File: src/core/hbf_pkg.sv
// Shared constants and types for the half-bridge fault and status logic
package hbf_pkg;

  // ----------------------------------------------------------------
  // Geometry
  // ----------------------------------------------------------------
  localparam int CHANNELS = 12;
  localparam int GROUP_SIZE = 6;
  localparam int FRAME_BITS = 16;

  // ----------------------------------------------------------------
  // Timing
  // ----------------------------------------------------------------
  localparam int CLK_PERIOD_NS = 10;
  localparam int OC_DELAY_NS = 10000;
  localparam int OC_DELAY_CYC = (OC_DELAY_NS + CLK_PERIOD_NS - 1) / CLK_PERIOD_NS;
  localparam int UL_DELAY_NS = 200000;
  localparam int UL_DELAY_CYC = (UL_DELAY_NS + CLK_PERIOD_NS - 1) / CLK_PERIOD_NS;
  localparam int SRR_HOLD_NS = 100000;
  localparam int SRR_HOLD_CYC = (SRR_HOLD_NS + CLK_PERIOD_NS - 1) / CLK_PERIOD_NS;

  // ----------------------------------------------------------------
  // Command word fields
  // ----------------------------------------------------------------
  localparam int CMD_SRR_BIT = 15;
  localparam int CMD_GRP_BIT = 14;
  localparam int CMD_CH_LSB = 2;
  localparam int CMD_UNDERLOAD_SHUTDOWN_ENABLE_BIT = 1;
  localparam int CMD_OVERVOLTAGE_LOCKOUT_ENABLE_BIT = 0;

  // ----------------------------------------------------------------
  // Status word fields
  // ----------------------------------------------------------------
  localparam int STA_TW_BIT = 15;
  localparam int STA_CODE_LSB = 3;
  localparam int STA_ULD_BIT = 2;
  localparam int STA_PSF_BIT = 1;
  localparam int STA_OCS_BIT = 0;

  // ----------------------------------------------------------------
  // Codes and reset values
  // ----------------------------------------------------------------
  localparam logic [1:0] CODE_NONE = 2'h0;
  localparam logic [1:0] CODE_OC = 2'h1;
  localparam logic [1:0] CODE_UL = 2'h2;
  localparam logic [15:0] WORD_RESET = 16'h0000;

  typedef enum logic [2:0] {
    LINK_IDLE = 3'h1,
    LINK_PRE = 3'h2,
    LINK_SHIFT = 3'h4
  } hbf_link_type;

endpackage

File: src/core/hbf_sync_if.sv
// Raw and filtered levels of asynchronous inputs
`timescale 1ns/1ps
interface hbf_sync_if #(
  parameter int WIDTH = 1
);
  logic [WIDTH-1:0] raw;
  logic [WIDTH-1:0] level;
  modport source (output raw, input level);
  modport sync (input raw, output level);
endinterface

File: src/core/hbf_delay_timer.sv
// Delay timer that restarts whenever its condition drops
`timescale 1ns/1ps
module hbf_delay_timer #(
  parameter int COUNT = 1
) (
  // Clock and reset
  input wire logic i_mclk,
  input wire logic i_rst_b,
  // Condition and expiry
  input wire logic i_run,
  output logic o_done
);
  localparam int CW = $clog2(COUNT + 1);
  logic [CW-1:0] count;

  if (COUNT < 1) begin : g_bad_count
    $error("hbf_delay_timer: COUNT must be at least 1");
  end

  always_ff @(posedge i_mclk) begin
    if (!i_rst_b || !i_run) begin
      count <= '0;
    end else if (count != CW'(COUNT)) begin
      count <= count + CW'(1);
    end
  end

  always_ff @(posedge i_mclk) begin
    if (!i_rst_b || !i_run) begin
      o_done <= 1'b0;
    end else begin
      o_done <= (count == CW'(COUNT - 1)) || (count == CW'(COUNT));
    end
  end
endmodule // hbf_delay_timer

File: src/core/hbf_fault_status.sv
// Fault supervision, latched status and serial status return
`timescale 1ns/1ps
module hbf_fault_status
  import hbf_pkg::*;
#(
  parameter int OC_DELAY = OC_DELAY_CYC,
  parameter int UL_DELAY = UL_DELAY_CYC,
  parameter int SRR_HOLD = SRR_HOLD_CYC
) (
  // Clock and reset
  input wire logic i_mclk,
  input wire logic i_rst_b,
  // Serial link
  input wire logic i_chip_select_low,
  input wire logic i_sclk,
  input wire logic i_sdi,
  output logic o_sdo,
  output logic o_sdo_oe_b,
  // Enable pin and supply comparators
  input wire logic i_enable,
  input wire logic i_driver_supply_uv,
  input wire logic i_driver_supply_ov,
  input wire logic i_logic_supply_uv,
  // Fault comparators
  input wire logic [2*CHANNELS-1:0] i_overcurrent,
  input wire logic [2*CHANNELS-1:0] i_underload,
  input wire logic [CHANNELS-1:0] i_temp_warning,
  input wire logic [CHANNELS-1:0] i_temp_shutdown,
  // Bridge drivers
  output logic [CHANNELS-1:0] o_high_side_on,
  output logic [CHANNELS-1:0] o_low_side_on,
  // Status
  output logic o_supply_fail_flag,
  output logic o_overcurrent_flag,
  output logic o_underload_flag,
  output logic o_thermal_warning_flag,
  output logic o_thermal_shutdown_flag,
  output logic [2*CHANNELS-1:0] o_channel_fault_code
);

  // ----------------------------------------------------------------
  // Elaboration checks
  // ----------------------------------------------------------------
  localparam int HOLD_W = $clog2(SRR_HOLD + 1);
  localparam int SYNC_W = 7 + 6 * CHANNELS;

  if (SRR_HOLD < 1 || OC_DELAY < 1 || UL_DELAY < 1) begin : g_bad_param
    $error("hbf_fault_status: delay counts must be at least 1");
  end
  if (CHANNELS != 2 * GROUP_SIZE) begin : g_bad_groups
    $error("hbf_fault_status: channels must form two groups");
  end

  function automatic logic [CHANNELS-1:0] group_mask(input logic grp);
    group_mask = grp ? {{GROUP_SIZE{1'b1}}, {GROUP_SIZE{1'b0}}} : {{GROUP_SIZE{1'b0}}, {GROUP_SIZE{1'b1}}};
  endfunction

  // ----------------------------------------------------------------
  // Input synchronisation
  // ----------------------------------------------------------------
  hbf_sync_if #(.WIDTH(SYNC_W)) pins_if ();

  logic csb_s;
  logic sclk_s;
  logic sdi_s;
  logic en_s;
  logic vs_uv_s;
  logic vs_ov_s;
  logic vcc_uv_s;
  logic [2*CHANNELS-1:0] oc_s;
  logic [2*CHANNELS-1:0] ul_s;
  logic [CHANNELS-1:0] tw_s;
  logic [CHANNELS-1:0] tsd_s;

  assign pins_if.raw = {i_temp_shutdown, i_temp_warning, i_underload, i_overcurrent, i_logic_supply_uv,
                        i_driver_supply_ov, i_driver_supply_uv, i_enable, i_sdi, i_sclk, i_chip_select_low};

  hbf_pin_sync #(
    .WIDTH(SYNC_W),
    .RESET_LEVEL(SYNC_W'(1))
  ) u_sync (
    .i_mclk(i_mclk),
    .i_rst_b(i_rst_b),
    .sig(pins_if)
  );

  assign {tsd_s, tw_s, ul_s, oc_s, vcc_uv_s, vs_ov_s, vs_uv_s, en_s, sdi_s, sclk_s, csb_s} = pins_if.level;

  // ----------------------------------------------------------------
  // Link edges and frame state
  // ----------------------------------------------------------------
  hbf_link_type link_state;
  logic csb_d;
  logic sclk_d;
  logic frame_start;
  logic frame_end;
  logic sclk_rise;
  logic sclk_fall;
  logic [15:0] rx_word;
  logic [15:0] tx_word;
  logic [4:0] bit_cnt;
  logic frame_ok;
  logic srr_go;
  logic [HOLD_W-1:0] hold_cnt;
  logic [CHANNELS-1:0] clr_mask;
  logic [CHANNELS-1:0] rx_mask;
  logic clear_all;

  always_ff @(posedge i_mclk) begin
    if (!i_rst_b) begin
      csb_d <= 1'b1;
      sclk_d <= 1'b0;
    end else begin
      csb_d <= csb_s;
      sclk_d <= sclk_s;
    end
  end

  assign frame_start = csb_d & ~csb_s & ~vcc_uv_s;
  assign frame_end = ~csb_d & csb_s;
  assign sclk_rise = ~sclk_d & sclk_s & ~csb_s;
  assign sclk_fall = sclk_d & ~sclk_s & ~csb_s;
  assign frame_ok = frame_end & (link_state != LINK_IDLE) & (bit_cnt == 5'(FRAME_BITS));
  assign srr_go = frame_ok & rx_word[CMD_SRR_BIT] & (hold_cnt == '0);
  assign rx_mask = group_mask(rx_word[CMD_GRP_BIT]);
  assign clr_mask = srr_go ? rx_mask : '0;
  assign clear_all = vcc_uv_s | ~en_s;

  always_ff @(posedge i_mclk) begin
    if (!i_rst_b || vcc_uv_s) begin
      link_state <= LINK_IDLE;
    end else begin
      unique case (link_state)
        LINK_IDLE: begin
          if (frame_start) begin
            link_state <= LINK_PRE;
          end
        end
        LINK_PRE: begin
          if (frame_end) begin
            link_state <= LINK_IDLE;
          end else if (sclk_rise) begin
            link_state <= LINK_SHIFT;
          end
        end
        LINK_SHIFT: begin
          if (frame_end) begin
            link_state <= LINK_IDLE;
          end
        end
        default: begin
          link_state <= LINK_IDLE;
        end
      endcase
    end
  end

  // Receive shift register and bit count
  always_ff @(posedge i_mclk) begin
    if (!i_rst_b || vcc_uv_s) begin
      rx_word <= WORD_RESET;
      bit_cnt <= '0;
    end else if (frame_start) begin
      bit_cnt <= '0;
    end else if (sclk_fall && link_state != LINK_IDLE) begin
      rx_word <= {rx_word[14:0], sdi_s};
      if (bit_cnt != 5'h1F) begin
        bit_cnt <= bit_cnt + 5'h1;
      end
    end
  end

  // STATUS_RESET_REQUEST hold-off timer
  always_ff @(posedge i_mclk) begin
    if (!i_rst_b) begin
      hold_cnt <= '0;
    end else if (srr_go) begin
      hold_cnt <= HOLD_W'(SRR_HOLD);
    end else if (hold_cnt != '0) begin
      hold_cnt <= hold_cnt - HOLD_W'(1);
    end
  end

  // ----------------------------------------------------------------
  // Command register
  // ----------------------------------------------------------------
  logic cmd_grp;
  logic cmd_overvoltage_lockout_enable;
  logic cmd_underload_shutdown_enable;
  logic [CHANNELS-1:0] ch_en;
  logic [CHANNELS-1:0] ch_cfg;

  always_ff @(posedge i_mclk) begin
    if (!i_rst_b || vcc_uv_s) begin
      cmd_grp <= 1'b0;
      cmd_overvoltage_lockout_enable <= 1'b0;
      cmd_underload_shutdown_enable <= 1'b0;
      ch_en <= '0;
      ch_cfg <= '0;
    end else if (frame_ok) begin
      cmd_grp <= rx_word[CMD_GRP_BIT];
      cmd_overvoltage_lockout_enable <= rx_word[CMD_OVERVOLTAGE_LOCKOUT_ENABLE_BIT];
      cmd_underload_shutdown_enable <= rx_word[CMD_UNDERLOAD_SHUTDOWN_ENABLE_BIT];
      for (int ch = 0; ch < CHANNELS; ch++) begin
        if (rx_mask[ch]) begin
          ch_en[ch] <= rx_word[CMD_CH_LSB + 2 * (ch % GROUP_SIZE) + 1];
          ch_cfg[ch] <= rx_word[CMD_CH_LSB + 2 * (ch % GROUP_SIZE)];
        end
      end
    end
  end

  // ----------------------------------------------------------------
  // Fault timers
  // ----------------------------------------------------------------
  logic [CHANNELS-1:0] ch_off;
  logic [CHANNELS-1:0] oc_done;
  logic [CHANNELS-1:0] ul_ch;
  logic [CHANNELS-1:0] ul_trip;
  logic ul_done;

  for (genvar g = 0; g < CHANNELS; g++) begin : g_oc
    assign ul_ch[g] = ul_s[2*g] | ul_s[2*g+1];
    hbf_delay_timer #(.COUNT(OC_DELAY)) u_oc_timer (
      .i_mclk(i_mclk),
      .i_rst_b(i_rst_b),
      .i_run((oc_s[2*g] | oc_s[2*g+1]) & ~ch_off[g] & ~clear_all),
      .o_done(oc_done[g])
    );
  end

  // Shared timer keeps running while any channel is underloaded
  hbf_delay_timer #(.COUNT(UL_DELAY)) u_ul_timer (
    .i_mclk(i_mclk),
    .i_rst_b(i_rst_b),
    .i_run((|ul_ch) & ~clear_all),
    .o_done(ul_done)
  );

  assign ul_trip = ul_ch & {CHANNELS{ul_done}};

  // ----------------------------------------------------------------
  // Latched per-channel status
  // ----------------------------------------------------------------
  logic [CHANNELS-1:0] tsd_latch;

  always_ff @(posedge i_mclk) begin
    if (!i_rst_b || clear_all) begin
      o_channel_fault_code <= '0;
    end else begin
      for (int ch = 0; ch < CHANNELS; ch++) begin
        if (clr_mask[ch]) begin
          o_channel_fault_code[2*ch +: 2] <= CODE_NONE;
        end
        if (oc_done[ch]) begin
          o_channel_fault_code[2*ch +: 2] <= CODE_OC;
        end else if (ul_trip[ch] && o_channel_fault_code[2*ch +: 2] == CODE_NONE) begin
          o_channel_fault_code[2*ch +: 2] <= CODE_UL;
        end
      end
    end
  end

  always_ff @(posedge i_mclk) begin
    if (!i_rst_b || clear_all) begin
      ch_off <= '0;
    end else begin
      ch_off <= (ch_off & ~clr_mask) | oc_done | tsd_s | (ul_trip & {CHANNELS{cmd_underload_shutdown_enable}});
    end
  end

  // Still-hot sensor re-sets the latch over the clear
  always_ff @(posedge i_mclk) begin
    if (!i_rst_b || clear_all) begin
      tsd_latch <= '0;
    end else begin
      tsd_latch <= (tsd_latch & ~clr_mask) | tsd_s;
    end
  end

  // ----------------------------------------------------------------
  // Global flags
  // ----------------------------------------------------------------
  logic any_oc;
  logic any_ul;

  always_comb begin
    any_oc = 1'b0;
    any_ul = 1'b0;
    for (int ch = 0; ch < CHANNELS; ch++) begin
      any_oc = any_oc | (o_channel_fault_code[2*ch +: 2] == CODE_OC);
      any_ul = any_ul | (o_channel_fault_code[2*ch +: 2] == CODE_UL);
    end
  end

  always_ff @(posedge i_mclk) begin
    if (!i_rst_b || clear_all) begin
      o_supply_fail_flag <= 1'b0;
      o_overcurrent_flag <= 1'b0;
      o_underload_flag <= 1'b0;
      o_thermal_warning_flag <= 1'b0;
      o_thermal_shutdown_flag <= 1'b0;
    end else begin
      o_supply_fail_flag <= vs_uv_s | vs_ov_s;
      o_overcurrent_flag <= any_oc;
      o_underload_flag <= any_ul;
      o_thermal_warning_flag <= (|tw_s) | (|tsd_s);
      o_thermal_shutdown_flag <= |tsd_latch;
    end
  end

  // ----------------------------------------------------------------
  // Bridge drivers
  // ----------------------------------------------------------------
  logic lockout;
  logic [CHANNELS-1:0] drive;

  assign lockout = vs_uv_s | (vs_ov_s & cmd_overvoltage_lockout_enable) | vcc_uv_s | ~en_s;
  assign drive = ch_en & ~ch_off & {CHANNELS{~lockout}};

  always_ff @(posedge i_mclk) begin
    if (!i_rst_b) begin
      o_high_side_on <= '0;
      o_low_side_on <= '0;
    end else begin
      o_high_side_on <= drive & ch_cfg;
      o_low_side_on <= drive & ~ch_cfg;
    end
  end

  // ----------------------------------------------------------------
  // Status return
  // ----------------------------------------------------------------
  logic [15:0] sta_word;

  always_comb begin
    sta_word = WORD_RESET;
    sta_word[STA_TW_BIT] = o_thermal_warning_flag;
    sta_word[STA_ULD_BIT] = o_underload_flag;
    sta_word[STA_PSF_BIT] = o_supply_fail_flag;
    sta_word[STA_OCS_BIT] = o_overcurrent_flag;
    for (int i = 0; i < GROUP_SIZE; i++) begin
      sta_word[STA_CODE_LSB + 2*i +: 2] = o_channel_fault_code[2*(i + (cmd_grp ? GROUP_SIZE : 0)) +: 2];
    end
  end

  // Snapshot taken at frame start shifts left on each clock rise until the frame ends
  always_ff @(posedge i_mclk) begin
    if (!i_rst_b || vcc_uv_s) begin
      tx_word <= WORD_RESET;
    end else if (frame_start) begin
      tx_word <= sta_word;
    end else if (sclk_rise && link_state != LINK_IDLE) begin
      tx_word <= {tx_word[14:0], 1'b0};
    end
  end

  always_ff @(posedge i_mclk) begin
    if (!i_rst_b || vcc_uv_s) begin
      o_sdo <= 1'b0;
    end else if (sclk_rise && link_state != LINK_IDLE) begin
      o_sdo <= tx_word[15];
    end else if (link_state == LINK_PRE || frame_start) begin
      o_sdo <= o_thermal_shutdown_flag | sdi_s;
    end
  end

  always_ff @(posedge i_mclk) begin
    if (!i_rst_b || vcc_uv_s) begin
      o_sdo_oe_b <= 1'b1;
    end else begin
      o_sdo_oe_b <= ~(frame_start | ((link_state != LINK_IDLE) & ~frame_end));
    end
  end

endmodule // hbf_fault_status

File: src/core/hbf_pin_sync.sv
// Three-stage synchroniser with agreement filter
`timescale 1ns/1ps
module hbf_pin_sync #(
  parameter int WIDTH = 1,
  parameter logic [WIDTH-1:0] RESET_LEVEL = '0
) (
  // Clock and reset
  input wire logic i_mclk,
  input wire logic i_rst_b,
  // Inputs and filtered levels
  hbf_sync_if.sync sig
);
  logic [WIDTH-1:0] stage1;
  logic [WIDTH-1:0] stage2;
  logic [WIDTH-1:0] stage3;

  if (WIDTH < 1) begin : g_bad_width
    $error("hbf_pin_sync: WIDTH must be at least 1");
  end

  always_ff @(posedge i_mclk) begin
    if (!i_rst_b) begin
      stage1 <= RESET_LEVEL;
      stage2 <= RESET_LEVEL;
      stage3 <= RESET_LEVEL;
    end else begin
      stage1 <= sig.raw;
      stage2 <= stage1;
      stage3 <= stage2;
    end
  end

  // Level follows only where the second and third stages agree
  always_ff @(posedge i_mclk) begin
    if (!i_rst_b) begin
      sig.level <= RESET_LEVEL;
    end else begin
      sig.level <= (stage2 & ~(stage2 ^ stage3)) | (sig.level & (stage2 ^ stage3));
    end
  end
endmodule // hbf_pin_sync

File: config.mk
export PLATFORM = sky130hd
export DESIGN_NAME = hbf_fault_status
export DESIGN_NICKNAME = d
export VERILOG_FILES = /design/src/core/hbf_pkg.sv /design/src/core/hbf_sync_if.sv /design/src/core/hbf_delay_timer.sv /design/src/core/hbf_fault_status.sv /design/src/core/hbf_pin_sync.sv
export SDC_FILE = /design/constraint.sdc
export NUM_CORES = 1
export LEC_CHECK = 0
export BUFFER_PORTS_ARGS = -buffer_cell sky130_fd_sc_hd__buf_2
export CAP_MARGIN = 0
export CORE_ASPECT_RATIO = 1.4
export CORE_UTILIZATION = 57
export CTS_CLUSTER_SIZE = 14
export DETAILED_ROUTE_END_ITERATION = 7
export MAX_ROUTING_LAYER = met4
export PLACE_DENSITY = 0.75
export SLEW_MARGIN = 15
export SYNTH_ARGS = -nofsm -noshare
export SYNTH_HDL_FRONTEND = slang
export SYNTH_SLANG_ARGS = --single-unit
export TNS_END_PERCENT = 30
File: constraint.sdc
create_clock -name i_mclk -period 4.7 [get_ports i_mclk]
set_input_delay 0.47 -clock i_mclk [delete_from_list [all_inputs] [get_ports i_mclk]]
set_output_delay 0.47 -clock i_mclk [all_outputs]
set_load 0.005 [all_outputs]
==> results of run 1 <==
-- power breakdown --
part	internal, uW	total (uW)	switching, uW
clock	2440	4300	1860
sequential	5450	5550	101
combinational	238	557	319
total	8130	10400	2280
-- critical path: stages (launching register included) --
cell     delay (ns)
dfxtp_1        0.48
or3b_1         0.61
nand4_1        0.41
nor3_4         0.80
o21ai_0        0.23
-- cells by family (layout without fill, tap and decap cells) --
| logic type | Yosys count | count (layout) | share of synthesized area |
|---|---|---|---|
| compound gates | 329 | 329 | 0.08639 |
| mux | 44 | 44 | 0.01949 |
| flops | 626 | 626 | 0.5547 |
| xor+xnor | 110 | 110 | 0.04264 |
| simple gates | 1072 | 1072 | 0.2520 |
| fa+ha+maj | 31 | 31 | 0.01717 |
| buf+inv | 150 | 291 | 0.02769 |
-- final timing paths --
path                           end  slack (ns)  cells past startpoint
setup / recovery      tsd_latch[7]        1.97                      4
hold / removal    u_sync.stage1[0]        0.07                      2
setup reg to reg      tsd_latch[7]        1.97                      4
hold reg to reg   u_sync.stage2[9]        0.43                      1
-- per-layer routing --
layer	global-route usage	vias to the layer above
li1	-	8241
met1	0.2740	7751
met2	0.4169	375
met3	0.04346	101
met4	0.09036	0
met5	-	-
-- Yosys cell counts (29+ instances only) --
library cell and count:
xnor2_1 84, nand3_1 90, ha_1 31, and2_1 236, nand2_1 206, o21ai_0 105
nor3_1 58, inv_1 56, dfxtp_1 626, nand2b_1 39, a21oi_1 122, mux2i_1 44
clkbuf_1 74, nand3b_1 36, nor2_1 237, nand4_1 29
-- layout make-up --
| class | instances | area [sq um] | area share |
|---|---|---|---|
| clock inverters | 10 | 111.4 | 0.004399 |
| clock buffers | 82 | 1598 | 0.06311 |
| well taps | 522 | 653.1 | 0.02580 |
| multi-input cells | 1586 | 9460 | 0.3737 |
| repair buffers | 142 | 747.0 | 0.02951 |
| inverters | 57 | 214.0 | 0.008452 |
| flip-flops and latches | 626 | 12530 | 0.4950 |
-- per-stage QoR --
stage | cells | area [sq um] | hold slack [ns] | total power [uW]
after global routing | 3025 | 25320 | 0.06877 | 10800
after global placement | 2933 | 23600 | 0.4151 | 6203
after detailed placement | 2933 | 23600 | 0.4177 | 6225
final | 3025 | 25320 | 0.07298 | 10400
after floorplan | 2362 | 22590 | 0.3863 | 6080
after CTS | 3025 | 25300 | 0.05994 | 10490
==> flow_summary.toml, run 1 <==
[die]
die_w_um = 170.3
die_y_um = 237.6
fp-row-count = 85
dieArea_sq_mm = 0.04045
io_pins = 136
core_area_sq_mm = 0.03871
start_util = 0.5836

[synth]
synth_nets = 2474
ys_ff_latch = 626
yosys.area.top_type = "dfxtp_1"
syn_inst = 2362
synthTopCellsByArea = "dfxtp_1 55%, and2_1 6.5%, nor2_1 3.9%"
synth_area_sq_mm = 0.02259
synthArstFlopShare = 0
synth-edff-count = 0
yosysTopAreaCellShare = 0.5547
synth-main-ff-cell = "dfxtp_1"
ys_types = 65
synth.avg_cell_area_sq_um = 9.566
yosys_warnings = 0
ys_seq_area_frac = 0.5547

[placement]
gp_congestion = 0.8826
dp_slack_ns = 1.574
io_buffer_count = 135
dp_hpwl_um = 32070

[clocking]
ctsRootBufferMaster = "clkbuf_16"
cts-buffers-inserted = 55
clk_latency_ns = 0.59
htreeDepth = 2
cts_resized = 0
clk_pin_slew_worst_paths_ns = 0.07
cts.path.max_buffers = 3
cts.sinks = 626
cts_tree = "built"
holdBufCountCts = 0
cts_setup_buffers = 0

[routing]
route.vias.total = 16468
m1WireLength_um = 19550
ant_nets = 0
wire_per_inst_um = 15.40
drtPass1Iterations = 5
first_iter_violations = 1090
routed_wl_um = 46600
top_layer_used = "met4"
viasPerCell = 5.444
wl_met2_um = 23130
met3_length_um = 2314
post-route-drc-count = 0

[global_routing]
grt_max_degree = 121
grtUsageTotal = 0.2404
overflow = 0
grt_pass1_vias = 15890
grt_pass1_wl_um = 76670
antenna_found_initial = 0

[sta]
hold_viol_final = 0
rsz0062_at_grt = "no"
slew_viol_final = 0
clock-skew-final_ns = 0.01480
fmax_mhz = 367.0
period_needed_ns = 2.725
tns_ns = 0
setup_ws_ns = 1.975
period_share = 0.5798
worstMarginPinSlew_ns = 1.134
slew_headroom = 0.2404
setup_viol = 0

[pwr]
p_per_area_mw_per_mm2 = 410.9
p_leak_uw = 0.008989
vdd_drop_max_mv = 0.3211

[final_layout]
nFillCells = 3155
layout-drive-gt1-share = 0.1003
finalNetCount = 2580
final_common_cell = "dfxtp_1"
areaGrowthSynthToFinish_pct = 12.04
final_cell_mix = "626 x dfxtp_1, 237 x nor2_1, 235 x and2_1"
antenna_cells = 0
fin_util = 0.6539

[setup_path]
r2r-start = "link_state[1]"
endpoint_kind = "flip-flop"
cp.arrival_ns = 3.14
cp.required_ns = 5.11
startpoint = "link_state[1]"
worstSetupPathType = "flip-flop to flip-flop"
startpoint_type = "flip-flop"
critical_path.max_fanout = 24

[job]
maxCapViolCount = 0

[min_path]
hp-start = "i_chip_select_low"
min_path_type = "input pin to flip-flop"

[status]
status = "complete, no violations"
Note: power is estimated with default switching activity, not from simulation.
==> run 2, diff against run 1 <==
- clock period: 4.7 -> 2.8 ns (I/O delays scaled with it)
==> run 2 against run 1 <==
- non-clock buffer count is 93 higher
- final cell count is 3.0% higher
- die area stayed put
- cell area is 3.5% higher
- global-route usage is 0.91 points higher
- via count is 2.8% higher
- wire length is 5.3% higher
==> flow_summary.toml, run 2 (same netlist as run 1, synthesis figures left out) <==
[routing]
ant_nets = 0
route.vias.total = 16926
first_iter_violations = 1090
wire_per_inst_um = 15.74
post-route-drc-count = 0
drtPass1Iterations = 5
viasPerCell = 5.430
routed_wl_um = 49080

[sta]
period_needed_ns = 2.389
slew_viol_final = 0
worstMarginPinSlew_ns = 1.165
setup_viol = 0
fmax_mhz = 418.6
slew_headroom = 0.2235
clock-skew-final_ns = 0.02347
setup_ws_ns = 0.4110
period_share = 0.8532
tns_ns = 0
rsz0062_at_grt = "no"
hold_viol_final = 0

[global_routing]
antenna_found_initial = 0
grtUsageTotal = 0.2495
grt_max_degree = 246
grt_pass1_vias = 16385
grt_pass1_wl_um = 79050
overflow = 0

[die]
dieArea_sq_mm = 0.04045
die_w_um = 170.3
start_util = 0.5836
fp-row-count = 85
core_area_sq_mm = 0.03871
die_y_um = 237.6
io_pins = 136

[setup_path]
worstSetupPathType = "flip-flop to flip-flop"
cpPeakStageDelay_ns = 0.57
cp.required_ns = 3.27
cp.arrival_ns = 2.86
crit_chain = "and2b_1, nand2_1, buf_4, or3_1, a2111oi_1"
critical_path.max_fanout = 20
startpoint_type = "flip-flop"
endpoint_kind = "flip-flop"
cp_slowest_cell = "or3_1"
crit_family = "simple AND/OR/NAND/NOR gates"
crit_buf_inv = 1

[final_layout]
final_cell_mix = "626 x dfxtp_1, 237 x nor2_1, 235 x and2_1"
fin_util = 0.6768
final_common_cell = "dfxtp_1"
finalNetCount = 2673
antenna_cells = 0
layout-drive-gt1-share = 0.1025
areaGrowthSynthToFinish_pct = 15.97
fin_cells = 3117

[clocking]
htreeDepth = 2
cts_tree = "built"
clk_pin_slew_worst_paths_ns = 0.06
cts.sinks = 626
cts-buffers-inserted = 55
clk_latency_ns = 0.61
cts.path.max_buffers = 3
ctsRootBufferMaster = "clkbuf_16"
cts_setup_buffers = 0

[status]
status = "complete, no violations"

[placement]
dp.cells = 2947
gp_congestion = 0.8866
dp_hpwl_um = 33140
dp_slack_ns = 0.3824
io_buffer_count = 135

[job]
maxCapViolCount = 0

[min_path]
min_path_type = "input pin to flip-flop"
hp-start = "i_rst_b"

[pwr]
vdd_drop_max_mv = 0.5313
p_leak_uw = 0.009364
p_per_area_mw_per_mm2 = 671.5
## run 2: cell types whose count changed in the layout (fill, tap and decap cells not counted), sizes merged
cell	change
clkinv	+6
clkinvlp	+2
clkbuf	-8
dlygate4sd3	+79
inv	-2
bufinv	+1
buf	+14
## run 2: layout make-up
type                            instances  area [sq um]
Inverter                               57         214.0
Clock buffer                           74          1508
Clock inverter                         17         202.7
Sequential cell                       626         12530
Tap cell                              522         653.1
Timing Repair Buffer                  235          1643
Multi-Input combinational cell       1586          9449
Fill cell                            3015         12510
## run 2: routing by layer
layer	part of all wire	global-route usage	up-vias
met5	0	-	-
met4	0.041	0.1130	0
met3	0.047	0.04113	113
met2	0.50	0.4341	385
met1	0.41	0.2781	8000
li1	-	-	8428
## run 2: power breakdown
group	leakage [uW]	switching (uW)	internal, uW
logic	0.00344	559	473
registers	0.00508	177	9150
clock network	0.000838	3200	4040
total	0.00936	3930	13700
## run 2: worst register-to-register path, delay by kind of cell, from the launching register on
family / cells / cell delay (ns)
simple gates: 3 / 1.15
buf+inv: 1 / 0.32
compound gates: 1 / 0.46
flops: 1 / 0.33
## run 2: worst paths after layout
| path | slack [ns] | cells past startpoint | end |
|---|---|---|---|
| worst min-delay path | 0.14 | 3 | link_state[0] |
| worst max register to register | 0.41 | 5 | g_oc[2].u_oc_timer.o_done |
| worst max-delay path | 0.41 | 5 | g_oc[2].u_oc_timer.o_done |
| worst min register to register | 0.41 | 1 | u_sync.stage2[0] |
## run 2: repair_timing
| item | 4_1_cts | 5_1_grt |
|---|---|---|
| gates resized for setup | 0 | 0 |
| hold buffers | 79 | 0 |
| endpoints found under the hold margin | 79 | 0 |
## run 2: metrics by stage
stage | hold WS, ns | instance area (sq um) | total power (uW)
4_1_cts | 0.1166 | 26200 | 17730
2_1_floorplan | 0.3815 | 22590 | 10210
5_1_grt | 0.1442 | 26200 | 18280
3_5_place_dp | 0.3970 | 23700 | 10460
3_3_place_gp | 0.3971 | 23700 | 10410
6_report | 0.1437 | 26200 | 17590
==> run 3, diff against run 2 <==
- CTS_BUF_LIST: not set -> sky130_fd_sc_hd__clkbuf_2
==> run 3 against run 2 <==
- global-route usage grew 3.9 points
- via count rose by 9.5%
- clock power is 20% lower
- critical path type unchanged
- critical endpoint is now g_oc[7].u_oc_timer.o_done
- largest cell class unchanged
- highest routed layer unchanged
==> flow_summary.toml, run 3 (same netlist as run 1, synthesis figures left out) <==
[status]
status = "complete, no violations"

[sta]
period_needed_ns = 2.416
hold_viol_final = 0
tns_ns = 0
worstMarginPinSlew_ns = 1.168
rsz0062_at_grt = "no"
fmax_mhz = 414.0
setup_viol = 0
slew_viol_final = 0
clock-skew-final_ns = 0.09521
slew_headroom = 0.2213
setup_ws_ns = 0.3843
holdWs_ns = 0.2479
period_share = 0.8628

[clocking]
cts-buffers-inserted = 140
cts_tree = "built"
htreeDepth = 4
clk_latency_ns = 1.16
cts.sinks = 626
ctsRootBufferMaster = "clkbuf_2"
clk_pin_slew_worst_paths_ns = 0.11
cts.path.max_buffers = 3

[global_routing]
grt_max_degree = 246
grt_pass1_vias = 18721
grtUsageTotal = 0.2889
grt_pass1_wl_um = 89590
antenna_found_initial = 2
overflow = 0

[placement]
placed_area_sq_mm = 0.02370
gp_congestion = 0.8866
dp_slack_ns = 0.3824
dp_hpwl_um = 33140
io_buffer_count = 135

[setup_path]
r2r-end = "g_oc[7].u_oc_timer.o_done"
startpoint_type = "flip-flop"
worstSetupPathType = "flip-flop to flip-flop"
ff2ff_setup_slack_ns = 0.38
reg2reg_depth = 5
cp.arrival_ns = 3.35
endpoint_kind = "flip-flop"
cp.required_ns = 3.73
critical_path.max_fanout = 20

[final_layout]
final_common_cell = "dfxtp_1"
final_cell_area_sq_mm = 0.02738
layout-drive-gt1-share = 0.1416
areaGrowthSynthToFinish_pct = 21.17
final_cell_mix = "626 x dfxtp_1, 238 x dlygate4sd3_1, 237 x nor2_1"
finalNetCount = 2917

[routing]
drtPass1Iterations = 5
first_iter_violations = 1122
top_layer_used = "met4"
viasPerCell = 5.406
met3_length_um = 3087
ant_nets = 0
post-route-drc-count = 0
wl_met2_um = 28350
route.vias.total = 18528
m1WireLength_um = 21500
wire_per_inst_um = 16.32
routed_wl_um = 55920

[die]
die_y_um = 237.6
dieArea_sq_mm = 0.04045
die_w_um = 170.3
fp-row-count = 85
core_area_sq_mm = 0.03871
start_util = 0.5836
io_pins = 136

[pwr]
p_sw_uw = 4264
p_leak_uw = 0.01028
p_per_area_mw_per_mm2 = 597.9
combPwrFrac = 0.075
clkPwrFrac = 0.355
pwr-share-seq = 0.570
p_sw_frac = 0.2605
vdd_drop_max_mv = 0.3766
internal_power_uw = 12110

[min_path]
min_path_type = "input pin to flip-flop"
hold_depth = 4
hp-start = "i_rst_b"
min_to = "link_state[0]"

[job]
maxCapViolCount = 0
==> run 3: cell count changes in the layout (fill, tap and decap cells not counted), moves of 6 or more <==
cell,delta
clkinv_2,-6
clkbuf_2,+210
dlygate4sd3_1,+159
clkbuf_16,-55
clkinv_1,+17
clkbuf_8,-6
clkbuf_1,-13
==> run 3: metrics by stage <==
step | instances | util | total power [uW]
after CTS | 3425 | 0.7070 | 16350
after global placement | 2947 | 0.6122 | 10410
after floorplan | 2362 | - | 10210
after detailed placement | 2947 | 0.6122 | 10460
after global routing | 3427 | 0.7072 | 17130
final | 3427 | 0.7072 | 16370
==> run 3: power groups by stage <==
| stage | Combinational, uW | Clock, uW | Sequential, uW |
|---|---|---|---|
| finish | 1230 | 5810 | 9320 |
| global route | 1350 | 6420 | 9360 |
| CTS | 1190 | 5850 | 9310 |
| detailed placement | 939 | 0 | 9520 |
| global placement | 904 | 0 | 9500 |
| floorplan | 738 | 0 | 9470 |
==> run 3: critical path, stage by stage, from the launching register on <==
cell       delay [ns]
dfxtp_1          0.35
and2b_1          0.30
nand2_1          0.28
buf_4            0.31
or3_1            0.55
a2111oi_1        0.43
==> run 3: metal layers <==
| metal | up-vias | track usage |
|---|---|---|
| met3 | 198 | 0.05944 |
| met4 | 0 | 0.1840 |
| met1 | 8756 | 0.2957 |
| li1 | 9005 | - |
| met2 | 569 | 0.4999 |
| met5 | - | - |
==> run 3: final cells by class <==
cell class | instances | area [sq um]
antenna | 2 | 5.005
clock buffer | 210 | 1051
sequential | 626 | 12530
timing repair buffer | 394 | 3234
multi-input combinational | 1586 | 9449
fill | 2857 | 11340
clock inverter | 30 | 237.7
inverter | 57 | 214.0
tap | 522 | 653.1
==> run 3: worst max path at each step <==
| stage | from | to | slack (ns) |
|---|---|---|---|
| finish | flip-flop | g_oc[7].u_oc_timer.o_done | 0.38 |
| global route | flip-flop | g_oc[7].u_oc_timer.o_done | 0.13 |
| CTS | flip-flop | g_oc[7].u_oc_timer.o_done | 0.36 |
| detailed placement | i_rst_b | tx_word[10] | 0.38 |
| global placement | i_rst_b | link_state[2] | 0.46 |
| floorplan | hold_cnt[0] | ch_off[5] | 0.96 |
==> run 3: what timing repair did <==
| item | in CTS | in global routing |
|---|---|---|
| buffers inserted | 0 | 0 |
| hold buffers | 238 | 0 |
| resized for setup | 0 | 0 |
| hold endpoints to repair | 265 | 0 |
